[src/hw/sacif_pkg.sv]
/*
  constants for the converter conversion-control and read-out block:
  apb register map, control field positions, reset values, cycle counts.
  assumes a single 25 mhz core clock; every figure in ns becomes cycles here.
*/
//
// Overview of operation
// - wideband fast timings equal ordinary fast timings
// - conversion and busy within 360/485 ns
// - acquisition phase at least 140/182 ns
// - after reset pulse, busy high about 500 ns
// - parallel result valid 360/485 ns after start
// - parallel result valid before busy falls
// - bus driven on access request, released after
// - read-during-convert frame marker 15/135 ns after start
// - first shift edge after frame marker asserted
// - frame marker held past last shift edge
// - divider setting selects master shift-clock period in read-after-convert only
// - read-after-convert busy bounded per divider setting
// - read-after-convert marker 375/500 ns, busy drops after
// - slave shift clock; output updated per active edge
// - serial outputs driven only while chip select low
// - fast select high: normal select picks wideband
// - both selects low: normal mode
// - every result is one 16-bit word
package sacif_pkg;

  // -------------------------------------------------------------
  // register map
  // -------------------------------------------------------------
  localparam logic [11:0] CTRL_OFS = 12'h000;
  localparam logic [11:0] STAT_OFS = 12'h004;
  localparam logic [11:0] RSLT_OFS = 12'h008;

  // ctrl fields
  localparam int CTRL_FAST_BIT = 0;
  localparam int CTRL_NORMSEL_BIT = 1;
  localparam int CTRL_SERIAL_BIT = 2;
  localparam int CTRL_MASTER_BIT = 3;
  localparam int CTRL_RAC_BIT = 4;
  localparam int CTRL_DIV_LSB = 5;
  localparam int CTRL_WIDTH = 7;
  localparam logic [6:0] CTRL_RESET = 7'h00;

  // status fields
  localparam int STAT_BUSY_BIT = 0;
  localparam int STAT_RSTBUSY_BIT = 1;
  localparam int STAT_FAST_BIT = 2;
  localparam int STAT_WIDE_BIT = 3;
  localparam int STAT_XFER_BIT = 4;

  localparam int RESULT_W = 16;
  localparam logic [15:0] RESULT_RESET = 16'h0000;

  // -------------------------------------------------------------
  // timing, ns and derived cycles
  // -------------------------------------------------------------
  localparam int CLK_PERIOD_NS = 40;
  localparam int T_CONV_FAST_NS = 360;
  localparam int T_CONV_NORM_NS = 485;
  localparam int T_ACQ_FAST_NS = 140;
  localparam int T_ACQ_NORM_NS = 182;
  localparam int T_RST_BUSY_NS = 500;
  localparam int T_SYNC_RDC_FAST_NS = 15;
  localparam int T_SYNC_RDC_NORM_NS = 135;
  localparam int T_SYNC_RAC_FAST_NS = 375;
  localparam int T_SYNC_RAC_NORM_NS = 500;

  // longest times round down, least times round up, never below one
  localparam int CONV_FAST_CYC = T_CONV_FAST_NS / CLK_PERIOD_NS;
  localparam int CONV_NORM_CYC = T_CONV_NORM_NS / CLK_PERIOD_NS;
  localparam int ACQ_FAST_CYC = (T_ACQ_FAST_NS + CLK_PERIOD_NS - 1) / CLK_PERIOD_NS;
  localparam int ACQ_NORM_CYC = (T_ACQ_NORM_NS + CLK_PERIOD_NS - 1) / CLK_PERIOD_NS;
  localparam int RST_BUSY_CYC = T_RST_BUSY_NS / CLK_PERIOD_NS;
  localparam int SYNC_RDC_FAST_CYC = (T_SYNC_RDC_FAST_NS / CLK_PERIOD_NS < 1) ? 1 :
                                     T_SYNC_RDC_FAST_NS / CLK_PERIOD_NS;
  localparam int SYNC_RDC_NORM_CYC = T_SYNC_RDC_NORM_NS / CLK_PERIOD_NS;
  localparam int SYNC_RAC_FAST_CYC = T_SYNC_RAC_FAST_NS / CLK_PERIOD_NS;
  localparam int SYNC_RAC_NORM_CYC = T_SYNC_RAC_NORM_NS / CLK_PERIOD_NS;

  localparam int CNT_W = 12;

  typedef enum logic [2:0] {
    SACIF_IDLE,
    SACIF_CONV,
    SACIF_XFER,
    SACIF_ACQ,
    SACIF_RST_HOLD,
    SACIF_RST_BUSY
  } sacif_state_t;

endpackage : sacif_pkg

[src/hw/sacif_top.sv]
/*
  conversion control and result read-out: start/busy sequencing, reset
  busy window, tri-state parallel bus, master and slave serial link,
  apb register slave.
  assumes the sar core presents its code on core_code_i during conversion;
  all pins are asynchronous and pass a three-stage synchroniser.
*/
`timescale 1ns/10ps
module sacif_top (
  // clock and reset
  input wire logic core_clk_i,
  input wire logic arst_n_i,
  // apb slave
  input wire logic psel_i,
  input wire logic penable_i,
  input wire logic pwrite_i,
  input wire logic [11:0] paddr_i,
  input wire logic [31:0] pwdata_i,
  input wire logic [3:0] pstrb_i,
  output logic [31:0] prdata_o,
  output logic pready_o,
  output logic pslverr_o,
  // conversion control pins
  input wire logic convert_start_n_i,
  input wire logic reset_pulse_i,
  output logic busy_o,
  // sar core result
  input wire logic [15:0] core_code_i,
  // parallel bus
  input wire logic cs_n_i,
  input wire logic rd_n_i,
  output logic [15:0] data_o,
  output logic data_oe_o,
  // serial link
  input wire logic ext_shift_clk_i,
  input wire logic chain_serial_in_i,
  output logic serial_result_out_o,
  output logic serial_result_out_oe_o,
  output logic frame_o,
  output logic frame_oe_o,
  output logic shift_clk_o,
  output logic shift_clk_oe_o
);

  // -------------------------------------------------------------
  // pin synchronisers
  // -------------------------------------------------------------
  localparam int NPIN = 6;
  logic [NPIN-1:0] pin_raw;
  logic [NPIN-1:0] pin_s1_q;
  logic [NPIN-1:0] pin_s2_q;
  logic [NPIN-1:0] pin_s3_q;
  logic [NPIN-1:0] pin_q;
  logic start_n_q;
  logic rstp_q;
  logic csn_q;
  logic rdn_q;
  logic eclk_q;
  logic chain_q;
  logic start_prev_q;
  logic rstp_prev_q;
  logic eclk_prev_q;

  assign pin_raw = {chain_serial_in_i, ext_shift_clk_i, rd_n_i, cs_n_i, reset_pulse_i,
                    convert_start_n_i};

  // idle-high pins reset high so no false edge appears at release
  genvar gi;
  generate
    for (gi = 0; gi < NPIN; gi++) begin : g_sync
      localparam logic RV = (gi == 1 || gi == 4 || gi == 5) ? 1'b0 : 1'b1;
      always_ff @(posedge core_clk_i or negedge arst_n_i) begin
        if (!arst_n_i) begin
          pin_s1_q[gi] <= RV;
          pin_s2_q[gi] <= RV;
          pin_s3_q[gi] <= RV;
          pin_q[gi] <= RV;
        end else begin
          pin_s1_q[gi] <= pin_raw[gi];
          pin_s2_q[gi] <= pin_s1_q[gi];
          pin_s3_q[gi] <= pin_s2_q[gi];
          if (pin_s2_q[gi] == pin_s3_q[gi]) begin
            pin_q[gi] <= pin_s3_q[gi];
          end
        end
      end
    end
  endgenerate

  assign start_n_q = pin_q[0];
  assign rstp_q = pin_q[1];
  assign csn_q = pin_q[2];
  assign rdn_q = pin_q[3];
  assign eclk_q = pin_q[4];
  assign chain_q = pin_q[5];

  always_ff @(posedge core_clk_i or negedge arst_n_i) begin
    if (!arst_n_i) begin
      start_prev_q <= 1'b1;
      rstp_prev_q <= 1'b0;
      eclk_prev_q <= 1'b0;
    end else begin
      start_prev_q <= start_n_q;
      rstp_prev_q <= rstp_q;
      eclk_prev_q <= eclk_q;
    end
  end

  logic start_fall;
  logic rstp_end;
  logic eclk_rise;
  assign start_fall = start_prev_q & ~start_n_q;
  assign rstp_end = rstp_prev_q & ~rstp_q;
  assign eclk_rise = ~eclk_prev_q & eclk_q;

  // -------------------------------------------------------------
  // registers
  // -------------------------------------------------------------
  logic [6:0] ctrl_q;
  logic [15:0] result_q;
  logic busy_q;
  logic xfer_act_q;
  logic fast_q;
  logic wide_q;
  logic rac_q;
  sacif_pkg::sacif_state_t state_q;

  function automatic logic is_fast(input logic [6:0] c);
    is_fast = c[sacif_pkg::CTRL_FAST_BIT];
  endfunction : is_fast

  logic apb_wr;
  logic apb_setup;
  logic hit;
  assign apb_wr = psel_i & penable_i & pwrite_i;
  assign apb_setup = psel_i & ~penable_i;
  assign hit = (paddr_i == sacif_pkg::CTRL_OFS) | (paddr_i == sacif_pkg::STAT_OFS) |
               (paddr_i == sacif_pkg::RSLT_OFS);
  assign pready_o = 1'b1;
  assign pslverr_o = psel_i & penable_i & ~hit;

  always_ff @(posedge core_clk_i or negedge arst_n_i) begin
    if (!arst_n_i) begin
      ctrl_q <= sacif_pkg::CTRL_RESET;
    end else if (apb_wr && pstrb_i[0] && paddr_i == sacif_pkg::CTRL_OFS) begin
      ctrl_q <= pwdata_i[sacif_pkg::CTRL_WIDTH-1:0];
    end
  end

  // read data captured in setup, stable through the access phase
  always_ff @(posedge core_clk_i or negedge arst_n_i) begin
    if (!arst_n_i) begin
      prdata_o <= 32'h0000_0000;
    end else if (apb_setup && !pwrite_i) begin
      prdata_o <= 32'h0000_0000;
      case (paddr_i)
        sacif_pkg::CTRL_OFS: prdata_o[sacif_pkg::CTRL_WIDTH-1:0] <= ctrl_q;
        sacif_pkg::STAT_OFS: begin
          prdata_o[sacif_pkg::STAT_BUSY_BIT] <= busy_q;
          prdata_o[sacif_pkg::STAT_RSTBUSY_BIT] <= (state_q == sacif_pkg::SACIF_RST_BUSY);
          prdata_o[sacif_pkg::STAT_FAST_BIT] <= fast_q;
          prdata_o[sacif_pkg::STAT_WIDE_BIT] <= wide_q;
          prdata_o[sacif_pkg::STAT_XFER_BIT] <= xfer_act_q;
        end
        sacif_pkg::RSLT_OFS: prdata_o[15:0] <= result_q;
        default: prdata_o <= 32'h0000_0000;
      endcase
    end
  end

  // -------------------------------------------------------------
  // conversion sequencer
  // -------------------------------------------------------------
  logic [sacif_pkg::CNT_W-1:0] cnt_q;
  logic [sacif_pkg::CNT_W-1:0] elapsed_q;
  logic [sacif_pkg::CNT_W-1:0] conv_len;
  logic [sacif_pkg::CNT_W-1:0] acq_len;
  logic [sacif_pkg::CNT_W-1:0] sync_at;
  logic serial_m;
  logic sync_q;
  logic frame_done;

  // wideband shares every count with ordinary fast mode
  assign conv_len = fast_q ? sacif_pkg::CNT_W'(sacif_pkg::CONV_FAST_CYC) :
                             sacif_pkg::CNT_W'(sacif_pkg::CONV_NORM_CYC);
  assign acq_len = fast_q ? sacif_pkg::CNT_W'(sacif_pkg::ACQ_FAST_CYC) :
                            sacif_pkg::CNT_W'(sacif_pkg::ACQ_NORM_CYC);
  assign sync_at = rac_q ?
    (fast_q ? sacif_pkg::CNT_W'(sacif_pkg::SYNC_RAC_FAST_CYC) :
              sacif_pkg::CNT_W'(sacif_pkg::SYNC_RAC_NORM_CYC)) :
    (fast_q ? sacif_pkg::CNT_W'(sacif_pkg::SYNC_RDC_FAST_CYC) :
              sacif_pkg::CNT_W'(sacif_pkg::SYNC_RDC_NORM_CYC));
  assign serial_m = ctrl_q[sacif_pkg::CTRL_SERIAL_BIT] & ctrl_q[sacif_pkg::CTRL_MASTER_BIT];

  always_ff @(posedge core_clk_i or negedge arst_n_i) begin
    if (!arst_n_i) begin
      state_q <= sacif_pkg::SACIF_IDLE;
      cnt_q <= '0;
      elapsed_q <= '0;
      busy_q <= 1'b0;
      fast_q <= 1'b0;
      wide_q <= 1'b0;
      rac_q <= 1'b0;
      result_q <= sacif_pkg::RESULT_RESET;
    end else if (rstp_q) begin
      state_q <= sacif_pkg::SACIF_RST_HOLD;
      busy_q <= 1'b0;
    end else begin
      elapsed_q <= elapsed_q + 1'b1;
      case (state_q)
        sacif_pkg::SACIF_IDLE: begin
          // starts during busy or acquisition are ignored
          if (start_fall) begin
            state_q <= sacif_pkg::SACIF_CONV;
            busy_q <= 1'b1;
            fast_q <= is_fast(ctrl_q);
            wide_q <= is_fast(ctrl_q) & ctrl_q[sacif_pkg::CTRL_NORMSEL_BIT];
            rac_q <= serial_m & ctrl_q[sacif_pkg::CTRL_RAC_BIT];
            elapsed_q <= '0;
            cnt_q <= '0;
          end
        end
        sacif_pkg::SACIF_CONV: begin
          cnt_q <= cnt_q + 1'b1;
          // latch two cycles ahead: data_o lags result_q by one register
          if (cnt_q == conv_len - 2'd3) begin
            result_q <= core_code_i;
          end
          if (cnt_q == conv_len - 1'b1) begin
            cnt_q <= '0;
            if (rac_q) begin
              state_q <= sacif_pkg::SACIF_XFER;
            end else begin
              busy_q <= 1'b0;
              state_q <= sacif_pkg::SACIF_ACQ;
            end
          end
        end
        sacif_pkg::SACIF_XFER: begin
          // busy follows the frame marker down one cycle later
          if (!xfer_act_q && !sync_q && elapsed_q > sync_at) begin
            busy_q <= 1'b0;
            state_q <= sacif_pkg::SACIF_ACQ;
          end
        end
        sacif_pkg::SACIF_ACQ: begin
          cnt_q <= cnt_q + 1'b1;
          if (cnt_q == acq_len - 1'b1) begin
            state_q <= sacif_pkg::SACIF_IDLE;
          end
        end
        sacif_pkg::SACIF_RST_HOLD: begin
          if (rstp_end) begin
            busy_q <= 1'b1;
            cnt_q <= '0;
            state_q <= sacif_pkg::SACIF_RST_BUSY;
          end
        end
        sacif_pkg::SACIF_RST_BUSY: begin
          cnt_q <= cnt_q + 1'b1;
          if (cnt_q == sacif_pkg::CNT_W'(sacif_pkg::RST_BUSY_CYC - 1)) begin
            busy_q <= 1'b0;
            state_q <= sacif_pkg::SACIF_IDLE;
          end
        end
        default: state_q <= sacif_pkg::SACIF_IDLE;
      endcase
    end
  end

  assign busy_o = busy_q;

  // -------------------------------------------------------------
  // master serial: divider, frame marker, shift clock
  // -------------------------------------------------------------
  logic [15:0] mshift_q;
  logic [4:0] bits_q;
  logic mclk_q;
  logic [3:0] div_q;
  logic tick;
  logic [3:0] div_len;
  logic frame_go;

  // read-during-convert runs the fastest setting regardless of divider
  assign div_len = rac_q ? 4'((4'h1 << ctrl_q[sacif_pkg::CTRL_DIV_LSB+:2]) - 4'h1) :
                           4'h0;
  assign tick = xfer_act_q & (div_q == 4'h0);
  assign frame_go = serial_m & (state_q == sacif_pkg::SACIF_CONV || state_q ==
                    sacif_pkg::SACIF_XFER) & ~xfer_act_q & ~sync_q & (elapsed_q == sync_at);
  assign frame_done = tick & (bits_q == 5'h00) & ~mclk_q;

  always_ff @(posedge core_clk_i or negedge arst_n_i) begin
    if (!arst_n_i) begin
      mshift_q <= sacif_pkg::RESULT_RESET;
      bits_q <= 5'h00;
      mclk_q <= 1'b0;
      sync_q <= 1'b0;
      xfer_act_q <= 1'b0;
      div_q <= 4'h0;
    end else if (rstp_q) begin
      sync_q <= 1'b0;
      mclk_q <= 1'b0;
      xfer_act_q <= 1'b0;
    end else if (frame_go) begin
      // new word in read-after-convert, previous word otherwise
      mshift_q <= result_q;
      bits_q <= 5'h10;
      sync_q <= 1'b1;
      xfer_act_q <= 1'b1;
      div_q <= div_len;
    end else if (xfer_act_q) begin
      div_q <= (div_q == 4'h0) ? div_len : div_q - 4'h1;
      if (tick) begin
        if (frame_done) begin
          sync_q <= 1'b0;
          xfer_act_q <= 1'b0;
        end else if (!mclk_q) begin
          mclk_q <= 1'b1;
        end else begin
          mclk_q <= 1'b0;
          mshift_q <= {mshift_q[14:0], 1'b0};
          bits_q <= bits_q - 5'h01;
        end
      end
    end
  end

  // -------------------------------------------------------------
  // slave serial: external shift clock, daisy chain in
  // -------------------------------------------------------------
  logic [15:0] sshift_q;
  logic end_of_conv;
  assign end_of_conv = (state_q == sacif_pkg::SACIF_CONV) && (cnt_q == conv_len - 1'b1);

  always_ff @(posedge core_clk_i or negedge arst_n_i) begin
    if (!arst_n_i) begin
      sshift_q <= sacif_pkg::RESULT_RESET;
    end else if (end_of_conv) begin
      sshift_q <= result_q;
    end else if (eclk_rise && !csn_q) begin
      sshift_q <= {sshift_q[14:0], chain_q};
    end
  end

  // -------------------------------------------------------------
  // pin outputs
  // -------------------------------------------------------------
  logic ser_on;
  logic [15:0] data_q;
  logic data_oe_q;
  logic sout_q;
  assign ser_on = ctrl_q[sacif_pkg::CTRL_SERIAL_BIT] & ~csn_q;

  always_ff @(posedge core_clk_i or negedge arst_n_i) begin
    if (!arst_n_i) begin
      data_q <= 16'h0000;
      data_oe_q <= 1'b0;
      sout_q <= 1'b0;
    end else begin
      data_q <= result_q;
      data_oe_q <= ~ctrl_q[sacif_pkg::CTRL_SERIAL_BIT] & ~csn_q & ~rdn_q;
      sout_q <= serial_m ? mshift_q[15] : sshift_q[15];
    end
  end

  assign data_o = data_q;
  assign data_oe_o = data_oe_q;
  assign serial_result_out_o = sout_q;
  assign serial_result_out_oe_o = ser_on;
  assign frame_o = sync_q;
  assign frame_oe_o = ser_on & ctrl_q[sacif_pkg::CTRL_MASTER_BIT];
  assign shift_clk_o = mclk_q;
  assign shift_clk_oe_o = ser_on & ctrl_q[sacif_pkg::CTRL_MASTER_BIT];

endmodule : sacif_top

[config.mk]
export PLATFORM = sky130hd
export DESIGN_NAME = sacif_top
export DESIGN_NICKNAME = d
export VERILOG_FILES = /design/src/hw/sacif_pkg.sv /design/src/hw/sacif_top.sv
export SDC_FILE = /design/constraint.sdc
export NUM_CORES = 1
export LEC_CHECK = 0
export BUFFER_PORTS_ARGS = -buffer_cell sky130_fd_sc_hd__buf_2
export CAP_MARGIN = 5
export CELL_PAD_IN_SITES_DETAIL_PLACEMENT = 0
export CELL_PAD_IN_SITES_GLOBAL_PLACEMENT = 1
export CORE_MARGIN = 8
export CORE_UTILIZATION = 39
export DETAILED_ROUTE_END_ITERATION = 10
export PLACE_DENSITY_LB_ADDON = 0.1
export SLEW_MARGIN = 30
export SYNTH_ARGS = -nofsm -noshare
export SYNTH_HDL_FRONTEND = slang
export SYNTH_SLANG_ARGS = --single-unit
[constraint.sdc]
create_clock -name core_clk_i -period 2.6 [get_ports core_clk_i]
set_input_delay 0 -clock core_clk_i [delete_from_list [all_inputs] [get_ports core_clk_i]]
set_output_delay 0 -clock core_clk_i [all_outputs]
set_load 0.03 [all_outputs]
Word level (Yosys, flattened, before mapping)

Index checks and enable logic that the tools add are counted.

Output and inout port bits: 58
Word-level logic and storage cells: 221
Register bits after elaboration: 159

$add $sub $neg: 8
Shifts and indexed selects: 1
Bitwise gates (word level): 34
Reduce and logical (&&, ||, !) cells: 37
Equality and inequality tests: 30
$lt $le $gt $ge: 1
Muxes and demuxes: 63

Operators by type and width:

| cell                                                                    | number |
|---|---|
| 16-bit two-way mux                                                      | 7 |
| 12-bit two-way mux                                                      | 5 |
| 12-bit one-hot mux with 4 select lines                                  | 1 |
| 12-bit equality test                                                    | 3 |
| 1-bit two-way mux                                                       | 26 |
| 5-bit two-way mux                                                       | 5 |
| 12-bit by 1-bit adder with 12-bit output (second input constant)        | 2 |
| 12-bit by 4-bit equality test with 1-bit output (second input constant) | 2 |
| 3-bit two-way mux                                                       | 8 |
| 1-bit AND                                                               | 21 |
| 4-bit two-way mux                                                       | 5 |
| 3-bit one-hot mux with 6 select lines                                   | 1 |
| 3-bit inequality test (second input constant)                           | 5 |
| 5-bit one-hot mux with 3 select lines                                   | 1 |
| 12-bit by 3-bit equality test with 1-bit output (second input constant) | 1 |
| 12-bit by 4-bit equality test with 1-bit output                         | 1 |
| 12-bit by 4-bit > comparator with 1-bit output                          | 1 |
| 12-bit zero test                                                        | 1 |
| 2-bit nonzero test                                                      | 6 |
| 1-bit NOT                                                               | 11 |
| 9-bit two-way mux                                                       | 1 |
| 3-bit AND reduction                                                     | 3 |
| 3-bit nonzero test                                                      | 3 |
| 2-bit inequality test (second input constant)                           | 4 |
| other kinds (30)                                                        | 50 |

Longest topological paths before layout

Gate-level depths: netlist of run 1.

Word-level depth: 9
Depth in mapped cells: 10
Gate-level depth less buffers: 7

Worst setup path after synthesis of run 1

Ideal clock, no wire load.

Path kind: flip-flop to flip-flop
Start: reg fast_q
End: reg bits_q[1]
Setup time: 0.141 ns
Cell stages (with the launch flop): 11
Slack: 0.133 ns
Buffers on the path: 3
Arrival: 2.325 ns
Cells stage by stage: dfrtp_1 -> clkbuf_1 -> or2_2 -> ha_1 -> and4_1 -> nand4_1 -> nand2b_1 -> buf_2 -> a21oi_2 -> buf_4 -> o22ai_1

Cells in the longest elaborated chain, start to end: 6
Elaborated cells between the ends (all ways): 11

RTL lines:

| what                                                                                                    | RTL line                           | source |
|---|---|---|
| from (decl)                                                                                             | sacif_top.sv:123                   | `logic fast_q;` |
| from (signal assigned)                                                                                  | sacif_top.sv:216                   | `fast_q <= is_fast(ctrl_q);` |
| 3-bit two-way mux or 2-bit two-way mux (tied branches)                                                  | sacif_top.sv:189, sacif_top.sv:191 |  |
| 4-bit two-way mux *                                                                                     | sacif_top.sv:188                   | `assign sync_at = rac_q ?` |
| 12-bit by 4-bit equality test with 1-bit output *                                                       | sacif_top.sv:289                   | `sacif_pkg::SACIF_XFER) & ~xfer_act_q & ~sync_q & (elapsed_q == sync_at);` |
| 1-bit AND *                                                                                             | sacif_top.sv:289                   |  |
| 2-bit by 1-bit inequality test with 1-bit output (no source line) or 2-bit nonzero test (tied branches) | --                                 |  |
| 5-bit AND reduction (no source line)                                                                    | --                                 |  |
| to (signal assigned)                                                                                    | sacif_top.sv:322                   | `bits_q <= bits_q - 5'h01;` |
| to (decl)                                                                                               | sacif_top.sv:277                   | `logic [4:0] bits_q;` |

Mark *: on every way between the ends. The rest lies on a longest branch, timed or not.
A chain may end at the register's enable or synchronous reset.

Worst setup path after layout of run 1

Start: reg rac_q
End: reg mshift_q[15]

Cells in the longest elaborated chain, start to end: 5
Elaborated cells between the ends (all ways): 9

RTL lines:

| what                                                                                                    | RTL line         | source |
|---|---|---|
| from (decl)                                                                                             | sacif_top.sv:125 | `logic rac_q;` |
| from (signal assigned)                                                                                  | sacif_top.sv:218 | `rac_q <= serial_m & ctrl_q[sacif_pkg::CTRL_RAC_BIT];` |
| 4-bit two-way mux *                                                                                     | sacif_top.sv:188 |  |
| 12-bit by 4-bit equality test with 1-bit output *                                                       | sacif_top.sv:289 |  |
| 1-bit AND *                                                                                             | sacif_top.sv:289 |  |
| 2-bit by 1-bit inequality test with 1-bit output (no source line) or 2-bit nonzero test (tied branches) | --               |  |
| 5-bit AND reduction (no source line)                                                                    | --               |  |
| to (signal assigned)                                                                                    | sacif_top.sv:294 | `mshift_q <= sacif_pkg::RESULT_RESET;` |
| to (signal assigned)                                                                                    | sacif_top.sv:306 | `mshift_q <= result_q;` |
| to (signal assigned)                                                                                    | sacif_top.sv:321 | `mshift_q <= {mshift_q[14:0], 1'b0};` |
| to (decl)                                                                                               | sacif_top.sv:276 | `logic [15:0] mshift_q;` |

Marks and branches as above.

==> results.yml, run 1 <==
floorplanning:
  design.core.area_um2: 18000
  row_count: 49
  die_y_um: 152
  die_x_um: 152
  start_util_pct: 39.9
  die_area_um2: 23000
  boundaryPins: 133
timing:
  max_slew_margin_pct: 48.0
  grt_setup_unrepaired: "false"
  finalMaxSlewViolations: 0
  setup_violations: 0
  finalCritPeriodShare_pct: 92.0
  tightest_slew_ns: 0.780
  fin_skew_ns: 0.00727
  finalHoldViolations: 0
  clock.fmax_mhz: 418
  min_period_ns: 2.39
  setup_tns_ns: 0
clock_network:
  numCtsBuffers: 17
  cts_sinks: 159
  cts_tree: "done"
  h-tree-depth: 4
  clockBufferDepth: 2
  clk_pin_slew_worst_paths_ns: 0.06
  insertion_delay_ns: 0.43
  cts-root-buf: "clkbuf_16"
  post_cts_buffers: 0
  cts_resized: 0
global_route:
  grt_pass1_vias: 5240
  grt_max_degree: 80
  overflow: 0
  antenna_found_initial: 0
  grt_pass1_wl_um: 27900
  grtUsageTotal_pct: 15.6
yosys:
  netlist_area_um2: 7160
  synth_top_family_by_area: "simple AND/OR/NAND/NOR gates"
  synth_compound_area_share_pct: 12.1
  post_synth_mux_area_share_pct: 7.63
  seq_area_frac_synth_pct: 55.8
  ys_ff_latch: 159
  async_reset_ff_share_pct: 100
  synth_warnings: 0
  synth_edf_count: 0
  syn_inst: 639
  synth_fa_ha_area_share_pct: 2.41
  synth_simple_gate_area_share_pct: 15.9
  syn_avg_cell_area_um2: 11.2
  ys.flop_type: "dfrtp_1"
  synth.distinct_cells: 70
  synthXorXnorAreaFrac_pct: 1.59
pwr:
  p_switching_w: 0.00166
  clock_power_share_pct: 42.7
  ir_drop_v: 0.000466
  power_frac_comb_pct: 11.7
  intPower_w: 0.00453
  power.share.switching_pct: 26.9
  power-per-cell-area_nw_per_um2: 706
  seq_power_share_pct: 45.6
  p_leak_nw: 4.26
finish:
  finalInstanceArea_um2: 8760
  multi_input_area_um2: 2910
  antenna_cells: 0
  seqCellArea_um2: 4000
  drive_gt1_share_pct: 22.1
  num-fill-cells: 1665
  nets: 848
  syn_to_final_growth_pct: 22.4
placement:
  port_buffers: 87
  gp_congestion: 0.781
  placed_area_um2: 7840
  dp_hpwl_um: 12000
setup_path:
  arrival_ns: 2.76
  critPathKind: "flop to flop"
  worstPathCellList: "or2_2 > ha_1 > and4_1 > nand4_1 > nand2b_1 > a21oi_2 > buf_4 > o21a_1"
  path_max_fanout: 12
  slowest_stage: "dfrtp_1"
  worstPathRequired_ns: 2.96
  cp-start-kind: "flop"
  cp-end-kind: "flop"
  critPathMaxStageDelay_ns: 0.47
detailed_routing:
  post_drt_wl_per_cell_um: 17.1
  drc_errors: 0
  vias: 5162
  first_iter_violations: 229
  ant_nets: 0
  vias_per_cell: 5.13
  wl_um: 17200
  dr.pass1.iters: 5
flow_run:
  maxCapViolCount: 0
status:
  outcome: "finished, final reports clean"
hold_path:
  hp-class: "primary input to flop"
[cell usage after synthesis, types with 3 or more instances]
cell type,n,area [um2]
buf_2,7,35.0
nor4_1,4,25.0
nand3_1,23,115
o21ai_0,7,35.0
nor3_1,9,45.0
nor2_1,67,251
a21o_1,5,37.5
and3_1,9,56.3
xor2_1,9,78.8
inv_1,13,48.8
dfrtp_1,146,3650
nand4_1,6,37.5
nor3b_1,3,22.5
clkbuf_1,16,60.1
nand2_1,51,191
a21oi_1,26,130
nor2b_1,7,43.8
a31oi_1,3,18.8
xnor2_1,4,35.0
a22o_1,8,70.1
dfstp_2,13,342
mux2i_1,22,220
buf_4,20,150
or4_1,7,52.6
nand2b_1,7,43.8
mux2_1,23,259
and2_1,5,31.3
mux2_2,6,67.6
or2_2,4,25.0
maj3_1,6,60.1
a221oi_1,6,52.6
o22a_1,15,131
o21a_1,18,135
or3_1,4,25.0
ha_1,9,113
o21ai_1,6,30.0
[registers in the layout (all words and copies together) (netlist names), 3 cells and up]
name       flops
data_o        16
pin_s1_q       6
bits_q         5
elapsed_q     12
sshift_q      16
state_q        3
cnt_q         12
div_q          4
ctrl_q         7
pin_s2_q       6
pin_s3_q       6
prdata_o      16
result_q      16
mshift_q      16
[power groups by stage]
stage	registers, W	logic, W	clock network [W]
CTS	0.00282	0.000737	0.00272
finish	0.00282	0.000726	0.00264
global placement	0.00287	0.000676	0
detailed placement	0.00287	0.000698	0
global route	0.00285	0.000828	0.00282
floorplan	0.00285	0.000472	0
[layout make-up]
cell class / count / area share, %
Clock buffer: 17 / 4.85
Clock inverter: 15 / 2.27
Inverter: 14 / 0.600
Multi-Input combinational cell: 436 / 33.2
Sequential cell: 159 / 45.6
Tap cell: 229 / 3.27
Timing Repair Buffer: 136 / 10.2
[per-stage QoR]
step                      instances  setup slack (ns)  total power (W)  hold WS (ns)  utilization (%)
after detailed placement        944             0.224          0.00357         0.101             43.6
after floorplan                 654             0.133          0.00332        -0.296                -
final                          1006             0.209          0.00619        0.0777             48.8
after global routing           1006            0.0487          0.00650         0.142             48.8
after CTS                      1006             0.204          0.00628        0.0565             48.8
after global placement          944             0.245          0.00354        0.0945             43.6
[logic make-up (layout without fill, tap and decap cells)]
family                   Yosys count  after routing
multiplexers                      51             51
flip-flops                       159            159
XOR/XNOR                          13             13
AND/OR/NAND/NOR                  222            222
other                              2             17
adder cells (fa/ha/maj)           15             15
buffers and inverters             59            182
AO/OA/AOI/OAI                    118            118
[worst paths after layout]
kind                              from            to  slack, ns  cells after the start
min in group asynchronous     arst_n_i    data_o[12]       0.16                      2
hold / removal              paddr_i[2]   prdata_o[1]       0.08                      3
max in group asynchronous     arst_n_i  start_prev_q       1.58                      3
setup / recovery                 rac_q  mshift_q[15]       0.21                      8
setup reg to reg                 rac_q  mshift_q[15]       0.21                      8
hold reg to reg            pin_s1_q[1]   pin_s2_q[1]       0.35                      0
[routing by layer]
| metal | routed length (um) | vias up | global-route usage, % | part of all wire [%] |
|---|---|---|---|---|
| met3 | 930 | 16 | 4.40 | 5.4 |
| met1 | 8160 | 2532 | 21.3 | 47 |
| met4 | 169 | 0 | 4.46 | 0.98 |
| met2 | 7930 | 122 | 23.7 | 46 |
| li1 | - | 2492 | - | - |
| met5 | 0 | - | 0 | 0 |
[critical path: cells and delay by family, from the launching register on]
kind            cells  cell delay (ns)
compound gates      2             0.32
fa+ha+maj           1             0.30
buf+inv             1             0.21
flops               1             0.47
simple gates        4             1.04
[what timing repair did]
item	CTS	global route
setup endpoints to repair	0	0
hold buffers	30	0
endpoints found under the hold margin	101	0
[placed cells by master, fill, tap and decap left out, types with 7 or more instances in the layout]
| cell type | Yosys | final |
|---|---|---|
| nor2b_1 | 7 | 7 |
| dlygate4sd3_1 | 0 | 30 |
| dfrtp_1 | 146 | 146 |
| nor3_1 | 9 | 9 |
| clkbuf_16 | 0 | 17 |
| nand3_1 | 23 | 23 |
| a21oi_1 | 26 | 26 |
| ha_1 | 9 | 9 |
| mux2i_1 | 22 | 22 |
| inv_1 | 13 | 13 |
| conb_1 | 2 | 17 |
| xor2_1 | 9 | 9 |
| dfstp_2 | 13 | 13 |
| mux2_1 | 23 | 23 |
| o21a_1 | 18 | 18 |
| buf_4 | 20 | 18 |
| a22o_1 | 8 | 8 |
| and3_1 | 9 | 9 |
| buf_2 | 7 | 86 |
| o22a_1 | 15 | 15 |
| o21ai_0 | 7 | 7 |
| nand2_1 | 51 | 51 |
| nand2b_1 | 7 | 7 |
| nor2_1 | 67 | 67 |
| or4_1 | 7 | 7 |
(Power assumes the default switching activity.)
==> run 2, diff against run 1 <==
Settings changed: RECOVER_POWER set to 25.
==> results.yml, run 2 (same netlist as run 1, synthesis figures left out) <==
finish:
  drive_gt1_share_pct: 21.6
  finalInstanceArea_um2: 8760
  nets: 848
  antenna_cells: 0
  final_cell_mix: "146 x dfrtp_1, 85 x buf_2, 67 x nor2_1"
  layout_commonest_cell: "dfrtp_1"
  syn_to_final_growth_pct: 22.3
global_route:
  antenna_found_initial: 0
  grt_pass1_vias: 5240
  overflow: 0
  use_met3_pct: 4.40
  grt_max_degree: 80
  grt.busiest_layer: "met2"
  gr-usage-met2_pct: 23.7
  grtUsageTotal_pct: 15.6
  use_met1_pct: 21.3
  grt_pass1_wl_um: 27900
hold_path:
  holdPathEnd: "prdata_o[1]"
  hp-start: "paddr_i[2]"
  hp-class: "primary input to flop"
  whs_path_depth: 3
clock_network:
  h-tree-depth: 4
  cts_sinks: 159
  post_cts_buffers: 0
  cts_resized: 0
  insertion_delay_ns: 0.43
  cts_tree: "done"
  numCtsBuffers: 17
  cts-root-buf: "clkbuf_16"
  clk_pin_slew_worst_paths_ns: 0.06
  clockBufferDepth: 2
  ctsHoldBuffers: 30
placement:
  port_buffers: 87
  placed_area_um2: 7840
  gp_congestion: 0.781
  dp_hpwl_um: 12000
status:
  outcome: "finished with violations"
  violations: "max-capacitance violations, max-slew violations"
timing:
  grt_setup_unrepaired: "false"
  setup_violations: 0
  clock.fmax_mhz: 418
  tightest_slew_ns: 2.07
  fin_skew_ns: 0.00725
  finalMaxSlewViolations: 79
  setup_tns_ns: 0
  max_slew_margin_pct: -38.0
  holdWs_ns: 0.0777
  finalHoldViolations: 0
  min_period_ns: 2.39
  finalCritPeriodShare_pct: 92.0
setup_path:
  r2r_slack_ns: 0.21
  cp-end-kind: "flop"
  timing.rr.start: "rac_q"
  cp-start-kind: "flop"
  rr_worst_depth: 8
  path_max_fanout: 12
  worstPathRequired_ns: 2.96
  arrival_ns: 2.76
  critPathKind: "flop to flop"
  timing.rr.end: "mshift_q[15]"
pwr:
  p_leak_nw: 4.25
  power-per-cell-area_nw_per_um2: 707
  ir_drop_v: 0.000466
floorplanning:
  die_x_um: 152
  die_y_um: 152
  die_area_um2: 23000
  boundaryPins: 133
  start_util_pct: 39.9
  row_count: 49
  design.core.area_um2: 18000
detailed_routing:
  post_drt_wl_per_cell_um: 17.1
  vias_per_cell: 5.13
  vias: 5164
  dr.pass1.iters: 5
  ant_nets: 0
  wl_um: 17200
  first_iter_violations: 229
  drc_errors: 0
flow_run:
  maxCapViolCount: 1
run 2: cell types whose count changed in the layout (fill, tap and decap cells not counted):
cell | before | now
dfstp_2 | 13 | 10
clkbuf_2 | 0 | 1
buf_6 | 1 | 0
dfstp_1 | 0 | 3
clkbuf_1 | 0 | 1
buf_2 | 86 | 85
run 2: worst max path at each step:
stage / endpoint / start / cells past startpoint / slack, ns
after floorplan: bits_q[1] / fast_q / 10 / 0.13
after global placement: mshift_q[0] / rac_q / 8 / 0.24
after detailed placement: mshift_q[15] / rac_q / 8 / 0.22
after CTS: mshift_q[15] / rac_q / 8 / 0.20
after global routing: mshift_q[1] / rac_q / 8 / 0.05
final: mshift_q[15] / rac_q / 8 / 0.21
run 2: per-layer routing:
layer,wire [um],vias to the layer above
met2,7930,122
met3,930,16
met5,0,-
met4,169,0
met1,8160,2535
li1,-,2491
run 2: cell type report:
type | instances | area (um2)
well taps | 229 | 287
flip-flops and latches | 159 | 4000
repair buffers | 136 | 890
clock inverters | 15 | 199
inverters | 14 | 52.6
multi-input cells | 436 | 2910
clock buffers | 17 | 425
fillers | 1667 | 9210
run 2: worst max-delay path, cell delays in order, from the launching register on:
cell and delay [ns]:
dfrtp_1 0.47, or2_2 0.31, ha_1 0.30, and4_1 0.20, nand4_1 0.22, nand2b_1 0.31, a21oi_2 0.19, buf_4 0.21
o21a_1 0.13
run 2: power by group:
| group | internal (W) | total, W | switching, W |
|---|---|---|---|
| sequential | 0.00266 | 0.00282 | 0.000159 |
| clock | 0.00155 | 0.00264 | 0.00109 |
| combinational | 0.000315 | 0.000725 | 0.000410 |
| total | 0.00453 | 0.00619 | 0.00166 |
run 2: metrics by stage:
stage               worst slack [ns]  util, %  power (W)  instances
floorplan                      0.133        -    0.00332        654
global placement               0.245     43.6    0.00354        944
detailed placement             0.224     43.6    0.00357        944
CTS                            0.204     48.8    0.00628       1006
global route                  0.0487     48.7    0.00650       1006
finish                         0.208     48.7    0.00619       1006
==> run 3, diff against run 2 <==
Settings changed: ABC_AREA set to 1, CORE_UTILIZATION 39 to 38.
==> results.yml, run 3 <==
timing:
  clock.fmax_mhz: 444
  tightest_slew_ns: 1.69
  finalHoldViolations: 0
  setup_slack_ns: 0.349
  max_slew_margin_pct: -12.6
  finalCritPeriodShare_pct: 86.6
  setup_tns_ns: 0
  min_period_ns: 2.25
  grt_setup_unrepaired: "false"
  finalMaxSlewViolations: 63
  fin_skew_ns: 0.0107
  setup_violations: 0
detailed_routing:
  vias: 5850
  wl_um: 18600
  first_iter_violations: 273
  drc_errors: 0
  ant_nets: 0
  dr.pass1.iters: 4
  post_drt_wl_per_cell_um: 15.0
  vias_per_cell: 4.72
global_route:
  grt_pass1_wl_um: 31000
  grt_max_degree: 64
  grt_pass1_vias: 6142
  antenna_found_initial: 0
  overflow: 0
  grtUsageTotal_pct: 16.1
clock_network:
  clockBufferDepth: 2
  ctsHoldBuffers: 30
  cts_sinks: 159
  cts_tree: "done"
  h-tree-depth: 4
  numCtsBuffers: 17
  insertion_delay_ns: 0.43
  post_cts_buffers: 0
  cts-root-buf: "clkbuf_16"
  clk_pin_slew_worst_paths_ns: 0.07
  cts_resized: 0
yosys:
  synth_warnings: 0
  syn_avg_cell_area_um2: 8.86
  syn_inst: 835
  async_reset_ff_share_pct: 100
  synthTopCellsByCount: "158 x nand2_1, 146 x dfrtp_1, 104 x nor2_1"
  ys.flop_type: "dfrtp_1"
  synth_top_area_cell: "dfrtp_1"
  seq_area_frac_synth_pct: 54.0
  yosysMostFrequentCell: "nand2_1"
  yosys-top-cells-area: "dfrtp_1 49%, nand2_1 8.0%, nor2_1 5.3%, inv_1 5.0%, dfstp_2 4.6%"
  synth.distinct_cells: 45
  ys_ff_latch: 159
  netlist_area_um2: 7390
  synth_edf_count: 0
  synth_top_area_share_pct: 49.4
finish:
  final_cell_mix: "158 x nand2_1, 146 x dfrtp_1, 104 x nor2_1"
  finalCoreUtilization_pct: 46.6
  syn_to_final_growth_pct: 21.6
  layout_commonest_cell: "nand2_1"
  stdcell_count: 1239
  drive_gt1_share_pct: 18.9
  nets: 1046
  antenna_cells: 0
floorplanning:
  boundaryPins: 133
  die_y_um: 155
  die_x_um: 155
  start_util_pct: 38.4
  design.core.area_um2: 19300
  die_area_um2: 24200
  row_count: 51
placement:
  gp_congestion: 0.825
  dp_hpwl_um: 13500
  place_ws_ns: 0.378
  numPlacedInstances: 1178
  port_buffers: 87
status:
  outcome: "finished with violations"
  violations: "max-capacitance violations, max-slew violations"
setup_path:
  crit_path_frequent_cell: "nand2_1"
  critPathMaxStageDelay_ns: 0.42
  slowest_stage: "dfrtp_1"
  critPathKind: "flop to flop"
  cp-start-kind: "flop"
  worstPathRequired_ns: 2.95
  arrival_ns: 2.60
  crit_family: "simple AND/OR/NAND/NOR gates"
  cp-end-kind: "flop"
  path_max_fanout: 10
  cp_num_buf_inv: 2
  worstPathCellList: "inv_1 > nand2_1 > ha_1 > nand2_1 > nor2_1 > nand2_1 > nor2_8 > nor2_2 > nor2_4 > buf_4 > nor2_1 > a21oi_2"
pwr:
  ir_drop_v: 0.000464
  power_w: 0.00632
  p_leak_nw: 4.47
  power-per-cell-area_nw_per_um2: 703
hold_path:
  hp-class: "primary input to flop"
flow_run:
  maxCapViolCount: 1
-- run 3: per-layer routing --
layer | global-route usage (%) | wire [um] | up-vias
li1 | - | - | 2926
met2 | 28.1 | 9430 | 98
met3 | 4.83 | 825 | 16
met5 | 0 | 0 | -
met1 | 19.1 | 8210 | 2810
met4 | 4.16 | 162 | 0
-- run 3: worst reg2reg max path, cell delays in order, from the launching register on --
cell and delay (ns):
dfrtp_1 0.42, inv_1 0.13, nand2_1 0.10, ha_1 0.28, nand2_1 0.06, nor2_1 0.14, nand2_1 0.18, nor2_8 0.21
nor2_2 0.07, nor2_4 0.20, buf_4 0.23, nor2_1 0.07, a21oi_2 0.10
-- run 3: metrics by stage --
step           hold WS, ns  instance area [um2]
6_report            0.0406                 8990
5_1_grt             0.0512                 8990
4_1_cts             0.0331                 8990
3_5_place_dp        0.0259                 8110
3_3_place_gp        0.0240                 8110
2_1_floorplan       -0.296                 7450
-- run 3: path summary, 6_finish.rpt --
| path | slack [ns] | from | to | cells past startpoint |
|---|---|---|---|---|
| hold reg to reg | 0.35 | pin_s1_q[5] | pin_s2_q[5] | 0 |
| setup reg to reg | 0.35 | fast_q | mshift_q[2] | 12 |
| setup / recovery | 0.35 | fast_q | mshift_q[2] | 12 |
| max in group asynchronous | 0.90 | arst_n_i | start_prev_q | 3 |
| min in group asynchronous | 0.52 | arst_n_i | cnt_q[5] | 2 |
| hold / removal | 0.04 | pstrb_i[0] | ctrl_q[2] | 3 |
-- run 3: area by class of cell --
class	count	area [um2]
inverters	106	398
well taps	265	332
clock buffers	17	425
clock inverters	14	150
multi-input cells	545	2810
fillers	1934	10300
repair buffers	133	881
flip-flops and latches	159	4000
-- run 3: kinds of logic (layout without fill, tap and decap cells) --
family | Yosys count | in the layout | synth area share (%)
compound gates | 138 | 138 | 11.5
xor+xnor | 9 | 9 | 1.07
fa+ha+maj | 15 | 15 | 2.34
buf+inv | 146 | 270 | 8.85
flops | 159 | 159 | 54.0
mux | 6 | 6 | 0.914
other cells | 2 | 17 | 0.102
simple gates | 360 | 360 | 21.3
-- run 3: report_power, final --
group | internal [W] | switching [W] | total, W
Clock | 0.00135 | 0.00111 | 0.00246
Combinational | 0.000366 | 0.000697 | 0.00106
Sequential | 0.00264 | 0.000157 | 0.00280
Total | 0.00435 | 0.00197 | 0.00632
